File: src/pkg/hbp_pkg.sv
// Notes on behaviour
// RULE_01: With register select high, a host access is steered to the host port status register.
// RULE_02: With register select low, a host write loads the bus byte into the host-to-core data register.
// RULE_03: With register select low, a host read drives a byte of the core-to-host data register onto the bus.
// RULE_04: Byte select high reaches bits 15-8 of the chosen register and low reaches bits 7-0.
// RULE_05: The data bus drivers stay off except while the host performs a read access.
// RULE_06: The host data path is eight bits wide, so each 16-bit register moves as two byte accesses.
// RULE_07: The host drives chip select and the strobes active low, one strobe at a time, both high at idle.
package hbp_pkg;
	localparam int          DATA_W       = 8;
	localparam int          REG_W        = 16;
	localparam logic        SEL_STATUS   = 1'h1;
	localparam logic        SEL_DATA     = 1'h0;
	localparam logic        BYTE_HI      = 1'h1;
	localparam logic        BYTE_LO      = 1'h0;
	localparam int          ST_IN_FULL   = 0;
	localparam int          ST_OUT_FULL  = 1;
	localparam int          ST_IN_OVR    = 2;
	localparam int          ST_OUT_UNR   = 3;
	localparam int          ST_CORE_OVR  = 4;
	localparam int          ST_USER_LSB  = 8;
	localparam int          ST_USER_W    = 8;
	localparam logic [15:0] REG_RST      = 16'h0000;
	localparam logic [7:0]  BYTE_RST     = 8'h00;

	// Byte half of a 16-bit register as seen through the 8-bit port
	function automatic logic [7:0] pick_byte(input logic [15:0] word, input logic hi);
		pick_byte = (hi == BYTE_HI) ? word[15:8] : word[7:0];
	endfunction
endpackage

File: src/pkg/hbp_acc_if.sv
`timescale 1ns/100ps
interface hbp_acc_if;
	logic       wr_pulse;
	logic       rd_pulse;
	logic       rd_active;
	logic       reg_sel;
	logic       byte_sel;
	logic [7:0] wdata;

	modport dec  (output wr_pulse, output rd_pulse, output rd_active, output reg_sel, output byte_sel, output wdata);
	modport core (input wr_pulse, input rd_pulse, input rd_active, input reg_sel, input byte_sel, input wdata);
endinterface

File: src/rtl/hbp_strobe.sv
`timescale 1ns/100ps
module hbp_strobe (
	// Clock and reset
	input  wire logic       i_clk,
	input  wire logic       i_rst_n,
	// Host pins
	input  wire logic       i_reg_sel,
	input  wire logic       i_byte_sel,
	input  wire logic       i_cs_n,
	input  wire logic       i_rd_n,
	input  wire logic       i_wr_n,
	input  wire logic [7:0] i_data,
	// Decoded access
	hbp_acc_if.dec          acc
);
	logic       rd_act_ff;
	logic       rd_act_d_ff;
	logic       wr_act_ff;
	logic       wr_act_d_ff;
	logic       reg_sel_ff;
	logic       byte_sel_ff;
	logic [7:0] wdata_ff;
	wire        nxt_rd_act;
	wire        nxt_wr_act;

	// Both strobes low is illegal; read wins so the bus is never left undriven mid-read
	assign nxt_rd_act = !i_cs_n && !i_rd_n; // RULE_07
	assign nxt_wr_act = !i_cs_n && !i_wr_n && i_rd_n; // RULE_07

	always_ff @(posedge i_clk) begin
		if (!i_rst_n) begin
			rd_act_ff   <= 1'b0;
			rd_act_d_ff <= 1'b0;
			wr_act_ff   <= 1'b0;
			wr_act_d_ff <= 1'b0;
			reg_sel_ff  <= 1'b0;
			byte_sel_ff <= 1'b0;
			wdata_ff    <= hbp_pkg::BYTE_RST;
		end else begin
			rd_act_ff   <= nxt_rd_act;
			rd_act_d_ff <= rd_act_ff;
			wr_act_ff   <= nxt_wr_act;
			wr_act_d_ff <= wr_act_ff;
			reg_sel_ff  <= i_reg_sel;
			byte_sel_ff <= i_byte_sel;
			wdata_ff    <= i_data;
		end
	end

	// One pulse per strobe assertion, however long the host holds it
	assign acc.rd_pulse  = rd_act_ff && !rd_act_d_ff;
	assign acc.wr_pulse  = wr_act_ff && !wr_act_d_ff;
	assign acc.rd_active = rd_act_ff;
	assign acc.reg_sel   = reg_sel_ff;
	assign acc.byte_sel  = byte_sel_ff;
	assign acc.wdata     = wdata_ff;
endmodule

File: src/rtl/hbp_top.sv
`timescale 1ns/100ps
module hbp_top (
	// Clock and reset
	input  wire logic        I_CLK,
	input  wire logic        I_RST_N,
	// Host port pins
	input  wire logic        I_REGISTER_SELECT,
	input  wire logic        I_BYTE_SELECT,
	input  wire logic        I_PORT_CHIP_SELECT_N,
	input  wire logic        I_PORT_READ_STROBE_N,
	input  wire logic        I_PORT_WRITE_STROBE_N,
	input  wire logic [7:0]  I_PORT_DATA_BUS,
	output logic      [7:0]  O_PORT_DATA_BUS,
	output logic             O_PORT_DATA_BUS_OE_N,
	output logic             O_PORT_READ_ENABLE_OUT,
	output logic             O_PORT_WRITE_ENABLE_OUT,
	// Core side, host-to-core word
	output logic      [15:0] O_H2D_DATA,
	output logic             O_H2D_VALID,
	input  wire logic        I_H2D_TAKE,
	// Core side, core-to-host word
	input  wire logic [15:0] I_D2H_DATA,
	input  wire logic        I_D2H_LOAD,
	output logic             O_D2H_FULL,
	// Core side, status
	input  wire logic [7:0]  I_STATUS_USER,
	input  wire logic        I_FLAG_CLR,
	output logic      [15:0] O_STATUS
);
	hbp_acc_if acc ();

	hbp_strobe u_strobe (
		.i_clk      (I_CLK),
		.i_rst_n    (I_RST_N),
		.i_reg_sel  (I_REGISTER_SELECT),
		.i_byte_sel (I_BYTE_SELECT),
		.i_cs_n     (I_PORT_CHIP_SELECT_N),
		.i_rd_n     (I_PORT_READ_STROBE_N),
		.i_wr_n     (I_PORT_WRITE_STROBE_N),
		.i_data     (I_PORT_DATA_BUS),
		.acc        (acc)
	);

	logic [15:0] h2d_ff;
	logic [7:0]  h2d_lo_stage_ff;
	logic        in_full_ff;
	logic [15:0] d2h_ff;
	logic        out_full_ff;
	logic        in_ovr_ff;
	logic        out_unr_ff;
	logic        core_ovr_ff;
	logic [7:0]  user_ff;
	logic [7:0]  dout_ff;
	logic        oe_n_ff;
	logic        rd_en_ff;
	logic        wr_en_ff;
	logic [15:0] status_out_ff;

	wire         wr_data;
	wire         wr_data_lo;
	wire         wr_data_hi;
	wire         rd_data_pulse;
	wire         rd_data_hi;
	wire         word_in_done;
	wire         word_out_done;
	wire         core_load_ok;
	wire         in_set;
	wire         in_clr;
	wire         out_set;
	wire         out_clr;
	wire         in_ovr_set;
	wire         out_unr_set;
	wire         core_ovr_set;
	wire [15:0]  status_word;
	wire [15:0]  read_word;
	wire [7:0]  read_byte;
	wire         nxt_in_full;
	wire         nxt_out_full;
	wire         nxt_in_ovr;
	wire         nxt_out_unr;
	wire         nxt_core_ovr;
	wire [15:0]  nxt_h2d;
	wire [7:0]   nxt_h2d_lo_stage;
	wire [15:0]  nxt_d2h;
	wire [7:0]   nxt_dout;
	wire         nxt_oe_n;

	// Host writes to status are not meaningful and are dropped
	assign wr_data    = acc.wr_pulse && (acc.reg_sel == hbp_pkg::SEL_DATA); // RULE_02
	assign wr_data_lo = wr_data && (acc.byte_sel == hbp_pkg::BYTE_LO); // RULE_04
	assign wr_data_hi = wr_data && (acc.byte_sel == hbp_pkg::BYTE_HI); // RULE_04

	// The upper byte closes a word; a full register refuses it so the core never sees a torn word
	assign word_in_done = wr_data_hi && !in_full_ff; // RULE_06
	assign in_ovr_set   = wr_data_hi && in_full_ff;

	assign nxt_h2d_lo_stage = wr_data_lo ? acc.wdata : h2d_lo_stage_ff; // RULE_06
	assign nxt_h2d          = word_in_done ? {acc.wdata, h2d_lo_stage_ff} : h2d_ff; // RULE_02

	assign in_set      = word_in_done;
	assign in_clr      = I_H2D_TAKE;
	// Set needs an empty register, so a word landing with the take of a full one is refused and flagged
	assign nxt_in_full = in_set || (in_full_ff && !in_clr);

	// Host read of the data register: the upper byte ends the word
	assign rd_data_pulse = acc.rd_pulse && (acc.reg_sel == hbp_pkg::SEL_DATA); // RULE_03
	assign rd_data_hi    = rd_data_pulse && (acc.byte_sel == hbp_pkg::BYTE_HI); // RULE_06
	assign word_out_done = rd_data_hi && out_full_ff;
	assign out_unr_set   = rd_data_hi && !out_full_ff;

	// Core may load only an empty register; a refused load only raises a flag
	assign core_load_ok = I_D2H_LOAD && !out_full_ff;
	assign core_ovr_set = I_D2H_LOAD && out_full_ff;
	assign nxt_d2h      = core_load_ok ? I_D2H_DATA : d2h_ff;

	assign out_set      = core_load_ok;
	assign out_clr      = word_out_done;
	assign nxt_out_full = out_set || (out_full_ff && !out_clr);

	// Sticky error flags, set beats the core's clear
	assign nxt_in_ovr   = in_ovr_set || (in_ovr_ff && !I_FLAG_CLR);
	assign nxt_out_unr  = out_unr_set || (out_unr_ff && !I_FLAG_CLR);
	assign nxt_core_ovr = core_ovr_set || (core_ovr_ff && !I_FLAG_CLR);

	assign status_word = {user_ff, 3'h0,
		core_ovr_ff, out_unr_ff, in_ovr_ff, out_full_ff, in_full_ff};

	// Register choice for the read path, then byte half
	assign read_word = (acc.reg_sel == hbp_pkg::SEL_STATUS) ? status_word : d2h_ff; // RULE_01 RULE_03
	assign read_byte = hbp_pkg::pick_byte(read_word, acc.byte_sel); // RULE_04

	// Drive only while a read strobe is held; data tracks live status during the strobe
	assign nxt_oe_n = !acc.rd_active; // RULE_05
	assign nxt_dout = acc.rd_active ? read_byte : hbp_pkg::BYTE_RST; // RULE_05

	always_ff @(posedge I_CLK) begin
		if (!I_RST_N) begin
			h2d_ff          <= hbp_pkg::REG_RST;
			h2d_lo_stage_ff <= hbp_pkg::BYTE_RST;
			in_full_ff      <= 1'b0;
			d2h_ff          <= hbp_pkg::REG_RST;
			out_full_ff     <= 1'b0;
		end else begin
			h2d_ff          <= nxt_h2d;
			h2d_lo_stage_ff <= nxt_h2d_lo_stage;
			in_full_ff      <= nxt_in_full;
			d2h_ff          <= nxt_d2h;
			out_full_ff     <= nxt_out_full;
		end
	end

	always_ff @(posedge I_CLK) begin
		if (!I_RST_N) begin
			in_ovr_ff   <= 1'b0;
			out_unr_ff  <= 1'b0;
			core_ovr_ff <= 1'b0;
			user_ff     <= hbp_pkg::BYTE_RST;
		end else begin
			in_ovr_ff   <= nxt_in_ovr;
			out_unr_ff  <= nxt_out_unr;
			core_ovr_ff <= nxt_core_ovr;
			user_ff     <= I_STATUS_USER;
		end
	end

	always_ff @(posedge I_CLK) begin
		if (!I_RST_N) begin
			dout_ff       <= hbp_pkg::BYTE_RST;
			oe_n_ff       <= 1'b1;
			rd_en_ff      <= 1'b0;
			wr_en_ff      <= 1'b0;
			status_out_ff <= hbp_pkg::REG_RST;
		end else begin
			dout_ff       <= nxt_dout; // RULE_05
			oe_n_ff       <= nxt_oe_n; // RULE_05
			rd_en_ff      <= nxt_out_full;
			wr_en_ff      <= !nxt_in_full;
			status_out_ff <= {user_ff, 3'h0, nxt_core_ovr, nxt_out_unr, nxt_in_ovr, nxt_out_full, nxt_in_full};
		end
	end

	assign O_PORT_DATA_BUS         = dout_ff;
	assign O_PORT_DATA_BUS_OE_N    = oe_n_ff;
	assign O_PORT_READ_ENABLE_OUT  = rd_en_ff;
	assign O_PORT_WRITE_ENABLE_OUT = wr_en_ff;
	assign O_H2D_DATA              = h2d_ff;
	assign O_H2D_VALID             = in_full_ff;
	assign O_D2H_FULL              = out_full_ff;
	assign O_STATUS                = status_out_ff;
endmodule

File: config.mk
export PLATFORM = sky130hd
export DESIGN_NAME = hbp_top
export DESIGN_NICKNAME = d
export VERILOG_FILES = /design/src/pkg/hbp_pkg.sv /design/src/pkg/hbp_acc_if.sv /design/src/rtl/hbp_strobe.sv /design/src/rtl/hbp_top.sv
export SDC_FILE = /design/constraint.sdc
export NUM_CORES = 1
export LEC_CHECK = 0
export BUFFER_PORTS_ARGS = -buffer_cell sky130_fd_sc_hd__buf_2
export CAP_MARGIN = 5
export CELL_PAD_IN_SITES_DETAIL_PLACEMENT = 1
export CELL_PAD_IN_SITES_GLOBAL_PLACEMENT = 1
export CORE_MARGIN = 4
export CORE_UTILIZATION = 44
export CTS_BUF_LIST = sky130_fd_sc_hd__clkbuf_8
export DETAILED_ROUTE_END_ITERATION = 6
export HOLD_SLACK_MARGIN = 0.1
export PLACE_DENSITY = 0.84
export SLEW_MARGIN = 20
export SYNTH_ARGS = -nofsm -noshare
export SYNTH_HDL_FRONTEND = slang
export SYNTH_SLANG_ARGS = --single-unit
File: constraint.sdc
create_clock -name I_CLK -period 4.27 [get_ports I_CLK]
set_clock_uncertainty 0.2 [all_clocks]
set_input_delay 0.427 -clock I_CLK [delete_from_list [all_inputs] [get_ports I_CLK]]
set_output_delay 0.427 -clock I_CLK [all_outputs]
set_load 0.02 [all_outputs]
## Word level (Yosys, flattened, before mapping)

Index checks and enable logic that the tools add are counted.

- Register bits: 93
- Latch bits: 0
- RAM bits: 0
- Bits in read-only memories: 0
- Bits of input ports: 42
- Output and inout bits: 45
- Word-level logic and storage cells: 64
- Memories: 0

- $add $sub $neg: 0
- Multipliers: 0
- Div/mod/pow operators: 0
- $lt $le $gt $ge: 0
- Eq/ne operators: 0
- Shifts and indexed selects: 0
- Multiplexer cells: 2
- Bitwise logic cells: 2
- Reduce and logical (&&, ||, !) cells: 39

Operators by type and width:

| kind | number |
|---|---|
| 1-bit logical AND | 21 |
| 16-bit 2-to-1 mux | 1 |
| 1-bit logical NOT | 12 |
| 8-bit 2-to-1 mux | 1 |
| 1-bit logical OR | 5 |
| 1-bit NOT | 2 |
| 2-bit AND reduction | 1 |

## Logic depth before layout (Yosys ltp)

Gate-level depths: netlist of the first run.

- Word-level depth: 8
- Gate-level depth with buffers: 5
- Gate-level depth less buffers: 3

## Cells and area by module

Synthesis of the first run repeated with hierarchy kept, for this count alone.

- Cells, all modules: 307
- Area, all modules: 3030.4 µm²

Modules (own cells, without submodules):

| module | times used | cells an instance | area each (µm²) | sequential area each (µm²) |
|---|---|---|---|---|
| hbp_top | 1 | 276 | 2621.3 | 1421.4 |
| hbp_strobe | 1 | 31 | 409.1 | 280.3 |

## Worst setup path after synthesis of the first run

No wires, ideal clock.

- Path kind: flip-flop to flip-flop
- Start: register u_strobe.byte_sel_ff (netlist: u_strobe.acc.byte_sel)
- End: register dout_ff[0] (netlist: O_PORT_DATA_BUS[0])
- Setup time: 0.115 ns
- Arrival time: 1.261 ns
- Data required time: 3.955 ns
- Path slack: 2.694 ns
- Cell stages (with the launch flop): 4
- Path buffers: 1
- Period minus slack after synthesis: 1.576 ns
- Cells stage by stage: dfxtp_1 > buf_4 > mux4_2 > and2_1

- Cells in the longest elaborated chain, start to end: 1

Ends and longest elaborated chain:

| item | line | source |
|---|---|---|
| from (decl) | hbp_strobe.sv:21 | `logic byte_sel_ff;` |
| from (signal assigned) | hbp_strobe.sv:45 | `byte_sel_ff <= i_byte_sel;` |
| 8-bit 2-to-1 mux | hbp_pkg.sv:28 | `pick_byte = (hi == BYTE_HI) ? word[15:8] : word[7:0];` |
| to (signal assigned) | hbp_top.sv:168 | `dout_ff <= hbp_pkg::BYTE_RST;` |
| to (signal assigned) | hbp_top.sv:174 | `dout_ff <= nxt_dout;` |
| to (decl) | hbp_top.sv:53 | `logic [7:0] dout_ff;` |

Every way passes these cells.
A chain may end at the register's enable or synchronous reset.

## Final worst setup path of the first run

- Start: register u_strobe.byte_sel_ff (netlist: u_strobe.acc.byte_sel)
- End: register h2d_ff[11] (netlist: O_H2D_DATA[11])

- Cells in the longest elaborated chain, start to end: 2

Ends and longest elaborated chain:

| item | line | source |
|---|---|---|
| 1-bit logical AND | hbp_top.sv:91 | `assign wr_data_hi = wr_data && (acc.byte_sel == hbp_pkg::BYTE_HI);` |
| 1-bit logical AND | hbp_top.sv:94 | `assign word_in_done = wr_data_hi && !in_full_ff;` |
| to (signal assigned) | hbp_top.sv:138 | `h2d_ff <= hbp_pkg::REG_RST;` |
| to (signal assigned) | hbp_top.sv:144 | `h2d_ff <= nxt_h2d;` |
| to (decl) | hbp_top.sv:44 | `logic [15:0] h2d_ff;` |

Every way passes these cells.

==> results of run 1 <==
critical path, delay by kind of cell, from the launching register on:
family,cells,cell delay (ns)
DFF,1,0.82
muxes,1,0.28
and+or+nand+nor,2,0.91
sequential cells by signal, indices dropped and copies added (netlist names), 8 cells and up:
register,cells
O_STATUS,13
O_PORT_DATA_BUS,8
O_H2D_DATA,16
user_ff,8
u_strobe.acc.wdata,8
d2h_ff,16
h2d_lo_stage_ff,8
routing by layer:
metal | routed length [microns] | vias to the layer above | share of wire
li1 | - | 1167 | -
met4 | 97 | 0 | 0.013
met5 | 0 | - | 0
met3 | 423 | 12 | 0.058
met1 | 3120 | 1094 | 0.42
met2 | 3710 | 69 | 0.50
power by group through the flow:
stage | Clock, mW | Combinational [mW] | Sequential, mW
6_report | 0.608 | 0.122 | 0.838
4_1_cts | 0.625 | 0.122 | 0.838
2_1_floorplan | 0 | 0.0695 | 0.854
5_1_grt | 0.656 | 0.135 | 0.842
3_3_place_gp | 0 | 0.101 | 0.856
3_5_place_dp | 0 | 0.104 | 0.857
final cells by class:
type,instances,share of cell area
tap,96,0.0303
inverter,2,0.00189
timing repair buffer,110,0.172
clock buffer,10,0.0347
clock inverter,5,0.0193
multi-input combinational,193,0.312
sequential,85,0.429
logic make-up (layout without fill, tap and decap cells):
logic type / count (synthesis) / in the layout / share of synthesized area
buffers and inverters: 31 / 127 / 0.0568
other: 1 / 3 / 0.00121
AO/OA/AOI/OAI: 32 / 32 / 0.0770
flip-flops: 85 / 85 / 0.548
AND/OR/NAND/NOR: 134 / 134 / 0.218
multiplexers: 24 / 24 / 0.0987
what timing repair did:
action	in CTS	in global routing
hold endpoints to repair	24	0
setup endpoints to repair	0	0
setup buffers	0	0
hold buffers	26	0
placed cells by master (no fill, tap or decap), drive strengths merged, types with 2 or more instances in the layout:
master	n
dlygate4sd3	26
bufinv	2
clkbuf	10
and2	34
nand2	80
mux2i	19
nor2	3
inv	3
dfxtp	85
a22oi	2
nor3b	2
buf	84
nor2b	6
mux4	5
conb	3
o21a	4
nand3	3
a21boi	24
stage by stage:
step | setup WS (ns) | std cells | utilization | hold slack, ns
after floorplan | 2.69 | 309 | - | 0.221
after global placement | 2.06 | 460 | 0.510 | 0.240
after detailed placement | 1.94 | 460 | 0.510 | 0.250
after CTS | 1.93 | 501 | 0.580 | 0.101
after global routing | 1.77 | 501 | 0.580 | 0.115
final | 1.97 | 501 | 0.580 | 0.121
worst paths after layout:
check	startpoint	end	slack, ns
worst max register to register	u_strobe.acc.byte_sel	O_H2D_DATA[11]	1.97
worst min register to register	d2h_ff[8]	d2h_ff[8]	0.26
worst min-delay path	I_D2H_DATA[6]	d2h_ff[6]	0.12
worst max-delay path	u_strobe.acc.byte_sel	O_H2D_DATA[11]	1.97
==> qor.yml, run 1 <==
synth-edff-count: 0
max_stage_delay_ns: 0.82
path_max_fanout: 18
synth_cell_types: 31
cts_tree: "built"
gp_congestion: 0.745
ys_seq_area_frac: 0.548
h-tree-depth: 3
worstPathRequired_ns: 4.34
busiest_layer: "met2"
wl_per_cell_microns: 14.7
fmax_ghz: 0.435
drt_iter0_markers: 60
track_usage: 0.186
clk_transition_reported_paths_ns: 0.08
syn_to_final_growth_pct: 27.6
power.switching_mw: 0.348
use_met2: 0.335
coreArea_sq_mm: 0.00683
die_y_microns: 92.0
grt.met1_usage: 0.211
grt_util_met3: 0.0558
internal_power_mw: 1.22
grt_max_degree: 53
grt_pass1_wl_microns: 12200
ys_warn_count: 0
yosys.area.top_type: "dfxtp_1"
outcome: "finished, final reports clean"
clock_power_share: 0.388
cts_made_buffers: 9
dr.pass1.iters: 4
nFillCells: 775
remaining_drc_errors: 0
async_flop_share: 0
total_power_mw: 1.57
netlist_instances: 307
synthTopCellsByCount: "85 x dfxtp_1, 80 x nand2_1, 34 x and2_1, 19 x mux2i_1, 18 x a21boi_1"
pin_count: 87
synth_ff_type: "dfxtp_1"
yosysMostFrequentCell: "dfxtp_1"
hp-class: "input port to flip-flop"
swShare: 0.222
antennaDiodeCount: 0
finalCritPeriodShare: 0.538
relSlewSlack: 0.488
cp_cell_sequence: "and4bb_1 -> nor2b_4 -> mux2i_1"
cts_resized: 0
leakage_nw: 1.68
postRouteAntennaNets: 0
final_area_sq_mm: 0.00396
cp-start-kind: "flip-flop"
die_w_microns: 92.0
drv_cap: 0
end_kind: "flip-flop"
rsz0062_at_grt: "no"
grt_pass1_vias: 2530
ir_drop_mv: 0.180
finalHoldViolCount: 0
clkLatencyLatePin_ns: 0.35
p_comb_frac: 0.078
critPathSlowestCell: "dfxtp_1"
die_area_sq_mm: 0.00847
setup_viol: 0
dp.final_hpwl_microns: 4950
arrival_ns: 2.37
cts.sinks: 85
grt_antenna_before_repair: 0
register_area_sq_mm: 0.00170
min_period_ns: 2.30
syn-cell-area_sq_mm: 0.00311
tightest_slew_ns: 0.768
multi_input_area_sq_mm: 0.00124
portBuffers: 83
drv_slew: 0
placed_cell_area_sq_mm: 0.00349
whs_path_depth: 3
root_buffer: "clkbuf_8"
routed_wirelength_microns: 7350
p_per_area_mw_per_mm2: 395
rows: 30
clk_path_buf_depth: 2
avgSynthCellArea_sq_um: 10.1
final_nets: 443
ys_seq_elements: 85
p_seq_frac: 0.535
criticalPathCategory: "flip-flop to flip-flop"
synth_top_cells_by_area: "dfxtp_1 55%, nand2_1 9.7%, and2_1 6.8%"
avgViaCountPerCell: 4.67
final.setup.tns_ns: 0
synth_top_cell_area_share: 0.548
drive_above_1_share: 0.262
initial_core_util: 0.455
vias: 2342
reg2regPathDepth: 3
grt-ovfl-total: 0
Power figures use the tool's default switching activity.
==> run 2: changes to the inputs <==
--- a/config.mk
+++ b/config.mk
@@ -10,11 +10,11 @@
 export CELL_PAD_IN_SITES_DETAIL_PLACEMENT = 1
 export CELL_PAD_IN_SITES_GLOBAL_PLACEMENT = 1
 export CORE_MARGIN = 4
-export CORE_UTILIZATION = 44
+export CORE_UTILIZATION = 40
 export CTS_BUF_LIST = sky130_fd_sc_hd__clkbuf_8
 export DETAILED_ROUTE_END_ITERATION = 6
 export HOLD_SLACK_MARGIN = 0.1
-export PLACE_DENSITY = 0.84
+export PLACE_DENSITY = 0.78
 export SLEW_MARGIN = 20
 export SYNTH_ARGS = -nofsm -noshare
 export SYNTH_HDL_FRONTEND = slang
==> constraint.sdc (replaced) <==
create_clock -name I_CLK -period 2.3 [get_ports I_CLK]
set_clock_uncertainty 0.2 [all_clocks]
set_input_delay 0.23 -clock I_CLK [delete_from_list [all_inputs] [get_ports I_CLK]]
set_output_delay 0.23 -clock I_CLK [all_outputs]
set_load 0.02 [all_outputs]
==> qor.yml, run 2 (synthesized netlist as in run 1, its figures left out) <==
rows: 31  # was 30
cts_setup_buffers: 0  # unchanged
outcome: "finished, final reports clean"  # unchanged
clk_path_buf_depth: 2  # unchanged
path_max_fanout: 3  # was 18
hp-class: "input port to flip-flop"  # unchanged
postRouteAntennaNets: 0  # unchanged
worstPathRequired_ns: 2.35  # was 4.34 ns
finalHoldViolCount: 0  # unchanged
cts_tree: "built"  # unchanged
setup_viol: 0  # unchanged
finalCritPeriodShare: 0.971
cts.sinks: 85  # unchanged
vias: 2484  # was 2342
dr.pass1.iters: 4  # unchanged
syn_to_final_growth_pct: 37.8  # was 27.6%
grt_pass1_vias: 2726  # was 2530
fmax_ghz: 0.448
total_power_mw: 2.99  # was 1.57 mW
relSlewSlack: 0.657  # was 0.488
p_per_area_mw_per_mm2: 699  # was 395 mW/mm^2
initial_core_util: 0.419  # was 0.455
arrival_ns: 2.28  # was 2.37 ns
avgViaCountPerCell: 4.64  # was 4.67
die_area_sq_mm: 0.00924  # was 0.00847 sq mm
antennaDiodeCount: 0  # unchanged
clk_transition_reported_paths_ns: 0.09  # was 0.08 ns
grt_max_degree: 56  # was 53
drv_cap: 0  # unchanged
clkLatencyLatePin_ns: 0.34  # was 0.35 ns
remaining_drc_errors: 0  # unchanged
end_kind: "flip-flop"  # unchanged
track_usage: 0.184  # was 0.186
grt_pass1_wl_microns: 12900  # was 12200 microns
min_period_ns: 2.23
ir_drop_mv: 0.495  # was 0.180 mV
portBuffers: 83  # unchanged
drv_slew: 0  # unchanged
drive_above_1_share: 0.257  # was 0.262
criticalPathCategory: "input port to flip-flop"  # was flip-flop to flip-flop
h-tree-depth: 3  # unchanged
final_cell_mix: "85 x dfxtp_1, 83 x buf_2, 80 x nand2_1"  # unchanged
rsz0062_at_grt: "no"  # unchanged
hold_slack_ns: 0.169  # was 0.121 ns
final_nets: 473  # was 443
cp-start-kind: "input port"  # was flip-flop
pin_count: 87  # unchanged
wl_per_cell_microns: 15.1  # was 14.7 microns
nFillCells: 845  # was 775
dp.final_hpwl_microns: 4990  # was 4950 microns
routed_wirelength_microns: 8050  # was 7350 microns
final.setup.tns_ns: 0  # unchanged
grt-ovfl-total: 0  # unchanged
drt_iter0_markers: 50  # was 60
leakage_nw: 1.83  # was 1.68 nW
coreArea_sq_mm: 0.00741  # was 0.00683 sq mm
die_w_microns: 96.1  # was 92.0 microns
cts_made_buffers: 9  # unchanged
grt_antenna_before_repair: 0  # unchanged
layout_commonest_cell: "dfxtp_1"  # unchanged
die_y_microns: 96.1  # was 92.0 microns
tightest_slew_ns: 0.512  # was 0.768 ns
root_buffer: "clkbuf_8"  # unchanged
gp_congestion: 0.732  # was 0.745
==> run 2: worst paths after layout <==
kind | startpoint | cells after the start | slack [ns] | end
max | I_D2H_LOAD | 6 | 0.07 | O_STATUS[4]
min | I_FLAG_CLR | 4 | 0.17 | O_STATUS[3]
max reg2reg | O_STATUS[1] | 4 | 0.18 | O_STATUS[4]
min reg2reg | u_strobe.acc.wdata[6] | 2 | 0.26 | h2d_lo_stage_ff[6]
==> run 2: area by class of cell <==
cell class	count	area, sq um	area share
flip-flops and latches	85	1700	0.398
multi-input cells	193	1240	0.289
repair buffers	140	983	0.230
clock buffers	10	138	0.0322
well taps	99	124	0.0289
clock inverters	6	87.6	0.0205
inverters	2	7.51	0.00175
==> run 2: worst max-delay path, stage by stage <==
cell and delay [ns]:
dlygate4sd3_1 0.54, buf_2 0.15, a22oi_1 0.20, dlygate4sd3_1 0.58
nor2b_1 0.04, dlygate4sd3_1 0.54
==> run 2: per-layer routing <==
metal	track usage	share of wire	wire length (microns)	vias up
met3	0.0430	0.054	434	6
met1	0.191	0.41	3290	1186
met2	0.359	0.53	4270	63
met4	0.0545	0.0078	63	0
li1	-	-	-	1229
met5	0	0	0	-
==> run 2: where the power goes <==
| group | internal (mW) | switching [mW] | leakage (nW) |
|---|---|---|---|
| combinational | 0.152 | 0.128 | 1.02 |
| clock | 0.639 | 0.520 | 0.110 |
| sequential | 1.52 | 0.0314 | 0.695 |
==> run 2: repair_timing <==
| action | CTS | global route |
|---|---|---|
| hold buffers | 51 | 0 |
| gates resized for setup | 0 | 1 |
| setup endpoints to repair | 0 | 3 |
| endpoints found under the hold margin | 41 | 0 |
==> run 2: stage by stage <==
| step | cell area, sq um | utilization | std cells | setup WS (ns) |
|---|---|---|---|---|
| after global placement | 3540 | 0.478 | 468 | 0.536 |
| after CTS | 4280 | 0.577 | 535 | 0.118 |
| after global routing | 4280 | 0.578 | 535 | 0.00365 |
| after floorplan | 3110 | - | 309 | 0.724 |
| final | 4280 | 0.578 | 535 | 0.0668 |
| after detailed placement | 3540 | 0.478 | 468 | 0.504 |
